==> src/core/rhd_pkg.sv <==
package rhd_pkg;
  // -------------------------------------------------------------------
  // command codes on the shared microprocessor bus
  // -------------------------------------------------------------------
  localparam logic [7:0] CMD_RD_A = 8'h12; // read port config a
  localparam logic [7:0] CMD_RD_B = 8'h13; // read port config b
  localparam logic [7:0] CMD_WR_A = 8'h92; // write port config a
  localparam logic [7:0] CMD_WR_B = 8'h93; // write port config b

  // -------------------------------------------------------------------
  // field positions, config a
  // -------------------------------------------------------------------
  localparam int A_WAIT_LSB = 24; // power good wait, 31..24
  localparam int A_WAIT_W = 8;
  localparam int A_NO_OC = 12; // no overcurrent report
  localparam int A_OC_PP = 11; // overcurrent per port
  localparam int A_COMPOUND = 10; // compound flag, always zero
  localparam int A_ALWAYS_PWR = 9; // always powered
  localparam int A_PP_SW = 8; // per port switching
  localparam int A_COUNT_LSB = 0; // port count, 1..0
  localparam int A_COUNT_W = 2;

  // -------------------------------------------------------------------
  // field positions, config b
  // -------------------------------------------------------------------
  localparam int B_MASK_LSB = 16; // port power mask, 18..16
  localparam int B_FIX_LSB = 0; // fixed device flags, 2..0
  localparam int B_FIELD_W = 3;
  localparam int PORT_LO = 1; // first real port bit
  localparam int PORT_HI = 2; // last real port bit

  // -------------------------------------------------------------------
  // timing: unit of the power good wait
  // -------------------------------------------------------------------
  localparam int WAIT_UNIT_MS = 2;
  localparam int CLK_HZ = 50_000_000;
  localparam int WAIT_UNIT_CYC = WAIT_UNIT_MS * (CLK_HZ / 1000);

  // half word widths of the 16-bit data path
  localparam int HALF_W = 16;

  // access sequencer states
  typedef enum logic [2:0] {
    RHD_IDLE,
    RHD_WR_LO,
    RHD_WR_HI,
    RHD_RD_LO,
    RHD_RD_HI
  } rhd_state_type;

  // writable content of config a
  typedef struct packed {
    logic [A_WAIT_W-1:0] power_good_wait;
    logic no_overcurrent_report;
    logic overcurrent_per_port;
    logic always_powered;
    logic per_port_switching;
  } rhd_cfg_a_type;

  // writable content of config b
  typedef struct packed {
    logic [B_FIELD_W-1:0] port_power_mask;
    logic [B_FIELD_W-1:0] fixed_device_flags;
  } rhd_cfg_b_type;
endpackage : rhd_pkg

==> src/core/rhd_root_port_config.sv <==
`timescale 1ns/1ps
// Functional notes
// - top byte of a: wait, units of 2 ms
// - no-overcurrent bit disables reporting entirely
// - overcurrent mode resets to switching mode
// - overcurrent mode: collective or per port
// - compound bit reads zero, ignores writes
// - always-powered bit overrides power switching
// - switching mode zero powers ports together
// - masked port obeys only per-port commands; here only in per-port switching mode, ganged mode puts it on global commands
// - unmasked port obeys only global commands
// - port count read-only, at most two
// - b mask and removable fields writable
// - field bit0 reserved, bits1-2 are ports
module rhd_root_port_config #(
  parameter int PORTS = 2, // downstream ports, at most two
  parameter logic [7:0] WAIT_RESET = 8'h01, // power good wait at reset
  parameter logic NO_OC_RESET = 1'b0, // no overcurrent at reset
  parameter logic ALWAYS_PWR_RESET = 1'b0, // always powered at reset
  parameter logic PP_SW_RESET = 1'b1, // per port switching at reset
  parameter logic [2:0] MASK_RESET = 3'h0, // power mask at reset
  parameter logic [2:0] FIX_RESET = 3'h0 // device flags at reset
) (
  input wire logic ref_clk,
  input wire logic rst_n,
  input wire logic cmd_strobe, // command code written
  input wire logic [7:0] cmd_code,
  input wire logic data_wr_strobe, // one half word written
  input wire logic [15:0] data_wr,
  input wire logic data_rd_strobe, // current half word consumed
  output logic [15:0] data_rd, // half word on offer
  output rhd_pkg::rhd_cfg_a_type cfg_a, // settings of config a
  output rhd_pkg::rhd_cfg_b_type cfg_b, // settings of config b
  output logic [1:0] port_count,
  output logic ports_switched, // ports have power switches
  output logic [2:0] port_global_ctrl, // per port: follows global cmd
  output logic [2:0] port_local_ctrl, // per port: follows port cmd
  output logic oc_collective, // overcurrent reported as a group
  output logic oc_per_port, // overcurrent reported per port
  output logic [31:0] wait_cycles // power good wait in clocks
);

  // -------------------------------------------------------------------
  // helpers
  // -------------------------------------------------------------------
  // port count clamps to two, a wider hub is not buildable here
  localparam logic [1:0] COUNT =
    (PORTS > rhd_pkg::PORT_HI) ? 2'(rhd_pkg::PORT_HI) : 2'(PORTS);
  localparam logic [2:0] PORT_BITS = 3'h6; // bits 1 and 2 only

  // the 32-bit image of config a, reserved and compound bits as zero
  function automatic logic [31:0] rhd_image_a(rhd_pkg::rhd_cfg_a_type a);
    logic [31:0] w;
    w = '0;
    w[rhd_pkg::A_WAIT_LSB +: rhd_pkg::A_WAIT_W] = a.power_good_wait;
    w[rhd_pkg::A_NO_OC] = a.no_overcurrent_report;
    w[rhd_pkg::A_OC_PP] = a.overcurrent_per_port;
    w[rhd_pkg::A_COMPOUND] = 1'b0;
    w[rhd_pkg::A_ALWAYS_PWR] = a.always_powered;
    w[rhd_pkg::A_PP_SW] = a.per_port_switching;
    w[rhd_pkg::A_COUNT_LSB +: rhd_pkg::A_COUNT_W] = COUNT;
    return w;
  endfunction : rhd_image_a

  // the 32-bit image of config b
  function automatic logic [31:0] rhd_image_b(rhd_pkg::rhd_cfg_b_type b);
    logic [31:0] w;
    w = '0;
    w[rhd_pkg::B_MASK_LSB +: rhd_pkg::B_FIELD_W] = b.port_power_mask;
    w[rhd_pkg::B_FIX_LSB +: rhd_pkg::B_FIELD_W] = b.fixed_device_flags;
    return w;
  endfunction : rhd_image_b

  // -------------------------------------------------------------------
  // state
  // -------------------------------------------------------------------
  rhd_pkg::rhd_state_type state, next_state; // access sequencer
  logic target_b, next_target_b; // access aims at config b
  logic [15:0] low_half, next_low_half; // staged low half of a write
  logic [31:0] rd_word, next_rd_word; // snapshot taken at read cmd
  logic [15:0] next_data_rd;
  rhd_pkg::rhd_cfg_a_type next_cfg_a;
  rhd_pkg::rhd_cfg_b_type next_cfg_b;
  logic [31:0] wr_word; // assembled write word

  // -------------------------------------------------------------------
  // access sequencer: command, then two half words, low first
  // -------------------------------------------------------------------
  // a new command aborts any half-finished access; a write only
  // lands when its high half arrives, so a torn write changes nothing
  always_comb begin
    next_state = state;
    next_target_b = target_b;
    next_low_half = low_half;
    next_rd_word = rd_word;
    next_data_rd = data_rd;
    next_cfg_a = cfg_a;
    next_cfg_b = cfg_b;
    wr_word = {data_wr, low_half};
    if (cmd_strobe) begin
      unique case (cmd_code)
        rhd_pkg::CMD_WR_A, rhd_pkg::CMD_WR_B: begin
          next_state = rhd_pkg::RHD_WR_LO;
          next_target_b = (cmd_code == rhd_pkg::CMD_WR_B);
        end
        rhd_pkg::CMD_RD_A: begin
          next_state = rhd_pkg::RHD_RD_LO;
          next_rd_word = rhd_image_a(cfg_a);
          // low half offered from the fresh snapshot
          next_data_rd = next_rd_word[rhd_pkg::HALF_W-1:0];
        end
        rhd_pkg::CMD_RD_B: begin
          next_state = rhd_pkg::RHD_RD_LO;
          next_rd_word = rhd_image_b(cfg_b);
          next_data_rd = next_rd_word[rhd_pkg::HALF_W-1:0];
        end
        default: begin
          // codes of other registers are not ours: drop back to idle
          next_state = rhd_pkg::RHD_IDLE;
        end
      endcase
    end else begin
      unique case (state)
        rhd_pkg::RHD_IDLE: begin
          next_state = rhd_pkg::RHD_IDLE;
        end
        rhd_pkg::RHD_WR_LO: begin
          if (data_wr_strobe) begin
            next_low_half = data_wr;
            next_state = rhd_pkg::RHD_WR_HI;
          end
        end
        rhd_pkg::RHD_WR_HI: begin
          if (data_wr_strobe) begin
            next_state = rhd_pkg::RHD_IDLE;
            if (target_b) begin
              // only the port bits of each field take a write
              next_cfg_b.port_power_mask = PORT_BITS &
                wr_word[rhd_pkg::B_MASK_LSB +: rhd_pkg::B_FIELD_W];
              next_cfg_b.fixed_device_flags = PORT_BITS &
                wr_word[rhd_pkg::B_FIX_LSB +: rhd_pkg::B_FIELD_W];
            end else begin
              next_cfg_a.power_good_wait =
                wr_word[rhd_pkg::A_WAIT_LSB +: rhd_pkg::A_WAIT_W];
              next_cfg_a.no_overcurrent_report =
                wr_word[rhd_pkg::A_NO_OC];
              next_cfg_a.overcurrent_per_port =
                wr_word[rhd_pkg::A_OC_PP];
              next_cfg_a.always_powered =
                wr_word[rhd_pkg::A_ALWAYS_PWR];
              next_cfg_a.per_port_switching =
                wr_word[rhd_pkg::A_PP_SW];
            end
          end
        end
        rhd_pkg::RHD_RD_LO: begin
          if (data_rd_strobe) begin
            next_data_rd = rd_word[2*rhd_pkg::HALF_W-1:rhd_pkg::HALF_W];
            next_state = rhd_pkg::RHD_RD_HI;
          end
        end
        rhd_pkg::RHD_RD_HI: begin
          if (data_rd_strobe) begin
            next_state = rhd_pkg::RHD_IDLE;
          end
        end
      endcase
    end
  end

  always_ff @(posedge ref_clk or negedge rst_n) begin
    if (!rst_n) begin
      state <= rhd_pkg::RHD_IDLE;
      target_b <= 1'b0;
      low_half <= '0;
      rd_word <= '0;
      data_rd <= '0;
      cfg_a.power_good_wait <= WAIT_RESET;
      cfg_a.no_overcurrent_report <= NO_OC_RESET;
      cfg_a.overcurrent_per_port <= PP_SW_RESET;
      cfg_a.always_powered <= ALWAYS_PWR_RESET;
      cfg_a.per_port_switching <= PP_SW_RESET;
      cfg_b.port_power_mask <= MASK_RESET & PORT_BITS;
      cfg_b.fixed_device_flags <= FIX_RESET & PORT_BITS;
    end else begin
      state <= next_state;
      target_b <= next_target_b;
      low_half <= next_low_half;
      rd_word <= next_rd_word;
      data_rd <= next_data_rd;
      cfg_a <= next_cfg_a;
      cfg_b <= next_cfg_b;
    end
  end

  // -------------------------------------------------------------------
  // steering outputs decoded from the settings
  // -------------------------------------------------------------------
  logic next_ports_switched;
  logic [2:0] next_global, next_local;
  logic next_oc_coll, next_oc_pp;
  logic [31:0] next_wait_cycles;

  // decoded from the next settings so all outputs are flops that change on the same edge as the settings
  always_comb begin
    next_ports_switched = !next_cfg_a.always_powered;
    next_global = '0;
    next_local = '0;
    if (next_ports_switched) begin
      if (next_cfg_a.per_port_switching) begin
        next_local = next_cfg_b.port_power_mask & PORT_BITS;
        next_global = ~next_cfg_b.port_power_mask & PORT_BITS;
      end else begin
        next_global = PORT_BITS;
      end
    end
    // mode bit only counts while reporting is enabled
    next_oc_coll = !next_cfg_a.no_overcurrent_report &&
      !next_cfg_a.overcurrent_per_port;
    next_oc_pp = !next_cfg_a.no_overcurrent_report &&
      next_cfg_a.overcurrent_per_port;
    next_wait_cycles = 32'(next_cfg_a.power_good_wait) *
      32'(rhd_pkg::WAIT_UNIT_CYC);
  end

  always_ff @(posedge ref_clk or negedge rst_n) begin
    if (!rst_n) begin
      port_count <= '0;
      ports_switched <= 1'b0;
      port_global_ctrl <= '0;
      port_local_ctrl <= '0;
      oc_collective <= 1'b0;
      oc_per_port <= 1'b0;
      wait_cycles <= '0;
    end else begin
      port_count <= COUNT;
      ports_switched <= next_ports_switched;
      port_global_ctrl <= next_global;
      port_local_ctrl <= next_local;
      oc_collective <= next_oc_coll;
      oc_per_port <= next_oc_pp;
      wait_cycles <= next_wait_cycles;
    end
  end

endmodule : rhd_root_port_config

==> config.mk <==
export PLATFORM = sky130hd
export DESIGN_NAME = rhd_root_port_config
export DESIGN_NICKNAME = d
export VERILOG_FILES = /design/src/core/rhd_pkg.sv /design/src/core/rhd_root_port_config.sv
export SDC_FILE = /design/constraint.sdc
export NUM_CORES = 1
export LEC_CHECK = 0
export ABC_CLOCK_PERIOD_IN_PS = 6100
export BUFFER_PORTS_ARGS = -buffer_cell sky130_fd_sc_hd__clkbuf_2
export CAP_MARGIN = 20
export CELL_PAD_IN_SITES_DETAIL_PLACEMENT = 1
export CELL_PAD_IN_SITES_GLOBAL_PLACEMENT = 1
export CORE_MARGIN = 2
export CORE_UTILIZATION = 40
export DETAILED_ROUTE_END_ITERATION = 7
export PLACE_DENSITY_LB_ADDON = 0.1
export SLEW_MARGIN = 20
export SYNTH_ARGS = -nofsm -noshare
export SYNTH_HDL_FRONTEND = slang
export SYNTH_SLANG_ARGS = --single-unit
==> constraint.sdc <==
create_clock -name ref_clk -period 6.1 [get_ports ref_clk]
set_input_delay 0.305 -clock ref_clk [delete_from_list [all_inputs] [get_ports ref_clk]]
set_output_delay 0.305 -clock ref_clk [all_outputs]
set_load 0.05 [all_outputs]
==> summary.md <==
| Metric | Value |
|---|---|
| Outcome | `finished clean` |
| Count of nets after finishing | `587` |
| Routed wirelength normalized by instance count | `14.8 um` |
| Netlist area before placement | `4490 um^2` |
| Arrival time of the worst setup path | `5340 ps` |
| Crit Path Class | `reg2reg` |
| Most used flip-flop cell after synthesis | `sky130_fd_sc_hd__dfrtp_1` |
| # rows | `38` |
| Yosys warning total | `0` |
| Core utilization of the finished layout | `47.6%` |
| Core Region | `10900 um^2` |
| ANT cells | `0` |
| Async S/R FF share, synth | `100%` |
| Most repeated library cell on the critical path | `sky130_fd_sc_hd__ha_1` |
| End of the worst register-to-register path | `wait_cycles[23]` |
| Finished Cell Area | `5180 um^2` |
| Io pins | `106` |
| Hold Violations, Final | `0` |
| Distinct cells, synth | `50` |
| Share of the cycle needed by the critical path after routing | `83.1%` |
| Top library cells by usage in the layout, fill and taps aside | `sky130_fd_sc_hd__clkbuf_2 (77), sky130_fd_sc_hd__dfrtp_1 (73), sky130_fd_sc_hd__ha_1 (53)` |
| Initial core utilization | `41.2%` |
| Hold path start | `data_wr[8]` |
| Max capacitance violation total | `0` |
| Largest stage delay, worst path | `510 ps` |
| Wire length reported by the detailed router | `9.47 mm` |
| Min-Delay Path Class | `in2reg` |
| Setup-failing EPs final | `0` |
| Post-Route Setup TNS | `0 ps` |
| Max-slew violation total from the final report | `0` |
| End point of the worst hold path | `low_half[8]` |
| Number of stages on the worst hold path | `2` |
| FF+latch count, synth | `76` |
| Hold Buf Count CTS | `0` |
| Sequential area share after synthesis | `42.5%` |
| Area after DPL | `4920 um^2` |
| Average vias per placed instance | `4.79` |
| Residual DRC count | `0` |
| Overflow left after global routing | `0` |
| Crit Reg-Reg Startpoint | `state[2]` |
| Clock tree from TritonCTS | `yes` |
| Worst vdd ir | `0.135 mV` |
| Clock root cell | `sky130_fd_sc_hd__clkbuf_8` |
| Maximum number of pins on one net before global-route repair | `77` |
| Number of nets with antenna violations after detailed routing | `0` |
| Kind of launch point of the worst setup path | `register` |
| Final weighted congestion of routability-driven global placement | `0.868` |
| Layout cell share with drive strength beyond 1 | `25.3%` |
| Cell count after synthesis | `412` |
| Final critical-path required period | `5070 ps` |
| Commonest non-fill, non-tap cell in the layout | `sky130_fd_sc_hd__clkbuf_2` |
| Filler Cells Inserted | `1237` |
| DR vias | `3057` |
| Die boundary width | `110 um` |
| Required time of the worst setup path | `6380 ps` |
| Initial antenna violation count | `0` |
| Multi-input combinational cell area | `2330 um^2` |
| CP max stage cell | `sky130_fd_sc_hd__fa_1` |
| Total CTS buffers | `9` |
| DP Wirelength | `7.46 mm` |
| Postcts setup bufs | `0` |
| Startpoint of the worst setup timing path | `state[2]` |
| Clk Latency, worst-skew pair | `350 ps` |
| Worst Max-Slew Pin Slew | `804 ps` |
| CTS clk-pin slew, worst paths | `80 ps` |
| Largest clock skew in the final design | `12.7 ps` |
| Crit-path cells | `nor2_4 -> nand3_2 -> nor3_4 -> mux2_2 -> ha_1 -> ha_1 -> inv_1 -> fa_1 -> inv_1 -> fa_1 -> ha_1 -> a21oi_2 -> o211ai_2 -> a2111oi_4 -> o21bai_1 -> a21oi_1 -> xnor2_1` |
| Unrepaired setup endpoints after global routing | `false` |
| Number of instances resized during post-cts repair | `0` |
| Count of buffers from port buffering | `78` |
| Die footprint | `12100 um^2` |
| Largest buffer count on any clock path | `2` |
| Chip Height | `110 um` |
| Number of cell instances on the worst register-to-register path | `17` |
| Sequential standard cell area | `1910 um^2` |
| Gr usage total | `17.1%` |
| Number of global-route vias before repair | `3169` |
| Highest net fanout along the worst path | `9` |
| DRC marker count from the first detailed-route iteration | `57` |
| Max-Slew Margin vs Limit | `46.4%` |
| Power Dens Cells | `238 nW/um^2` |
| Global-route wire length before repair | `15.7 mm` |
| H-tree levels | `3` |
| Num Clock Sinks | `76` |
| F_max | `197 MHz` |
| Final-layout worst hold slack | `207 ps` |
| Area growth syn-to-layout | `15.5%` |
| Post-synth EDFFs | `0` |
| Reg2Reg Setup Slack | `1030 ps` |
| Synthesized area per cell | `10.9 um^2` |
| Total leakage power | `2.91 nW` |
| 1st-pass router iterations | `4` |
| Critical Path End Type | `register` |
[synthesized netlist by cell type, types with 4 or more instances]
cell type / n / area [um^2]
sky130_fd_sc_hd__nor2b_1: 8 / 50.1
sky130_fd_sc_hd__ha_1: 53 / 663
sky130_fd_sc_hd__nand2_1: 46 / 173
sky130_fd_sc_hd__inv_1: 31 / 116
sky130_fd_sc_hd__mux2i_1: 7 / 70.1
sky130_fd_sc_hd__a21oi_1: 12 / 60.1
sky130_fd_sc_hd__nand2b_1: 9 / 56.3
sky130_fd_sc_hd__fa_1: 12 / 240
sky130_fd_sc_hd__o21ai_0: 17 / 85.1
sky130_fd_sc_hd__dfrtp_1: 73 / 1830
sky130_fd_sc_hd__o21a_1: 6 / 45.0
sky130_fd_sc_hd__mux2_2: 18 / 203
sky130_fd_sc_hd__xnor2_1: 11 / 96.3
sky130_fd_sc_hd__nor2_1: 14 / 52.6
sky130_fd_sc_hd__buf_4: 22 / 165
sky130_fd_sc_hd__nand3_1: 14 / 70.1
sky130_fd_sc_hd__buf_2: 4 / 20.0
sky130_fd_sc_hd__a31oi_1: 6 / 37.5
[worst max-delay path by stage]
stage / end / slack, ps
2_1_floorplan: wait_cycles[23] / 1580
3_3_place_gp: wait_cycles[23] / 830
3_5_place_dp: wait_cycles[23] / 820
4_1_cts: wait_cycles[23] / 980
5_1_grt: wait_cycles[23] / 740
6_report: wait_cycles[23] / 1030
[layer usage]
layer	global-route usage (%)	wire, um	vias to the layer above
met2	30.7	4940	53
met3	3.20	298	10
met5	0	0	-
met1	20.2	4110	1478
li1	-	-	1516
met4	5.97	121	0
[through the flow]
step | instances | worst slack [ps] | total power, mW
after global routing | 638 | 738 | 1.30
final | 638 | 1030 | 1.24
after detailed placement | 620 | 816 | 0.814
after CTS | 636 | 977 | 1.26
after global placement | 620 | 829 | 0.811
after floorplan | 432 | 1580 | 0.756
[cells by family after synthesis]
kind of cell	share of synthesized area [%]
simple gates	12.4
flops	42.5
fa+ha+maj	20.1
buf+inv	7.33
compound gates	8.67
mux	6.08
xor+xnor	2.73
other cells	0.167
[sequential cells by signal, indices dropped and copies added, names as in the netlist, 2 cells and up, named ones only]
| signal | flops |
|---|---|
| wait_cycles | 19 |
| cfg_a | 12 |
| data_rd | 11 |
| rd_word | 11 |
| low_half | 6 |
| cfg_b | 4 |
| state | 3 |
| port_global_ctrl | 2 |
| port_local_ctrl | 2 |
[where the power goes]
| group | switching (mW) | internal, mW | leakage, nW |
|---|---|---|---|
| clock | 0.189 | 0.242 | 0.103 |
| combinational | 0.196 | 0.0686 | 1.80 |
| sequential | 0.0104 | 0.529 | 1.01 |
[worst max-delay path, delay by kind of cell (launching register included)]
kind | cells | cell delay [ps]
multiplexers | 1 | 470
buffers and inverters | 2 | 110
XOR/XNOR | 1 | 130
adder cells (fa/ha/maj) | 5 | 2000
AND/OR/NAND/NOR | 3 | 710
flip-flops | 1 | 460
AO/OA/AOI/OAI | 5 | 1100
[area by class of cell]
cell class	instances	area share (%)
inverter	31	2.25
sequential	76	36.8
multi-input combinational	294	44.9
timing repair buffer	81	8.45
clock buffer	12	2.80
clock inverter	4	1.45
tap	140	3.38
No activity file was read; power rests on OpenSTA's default activity.
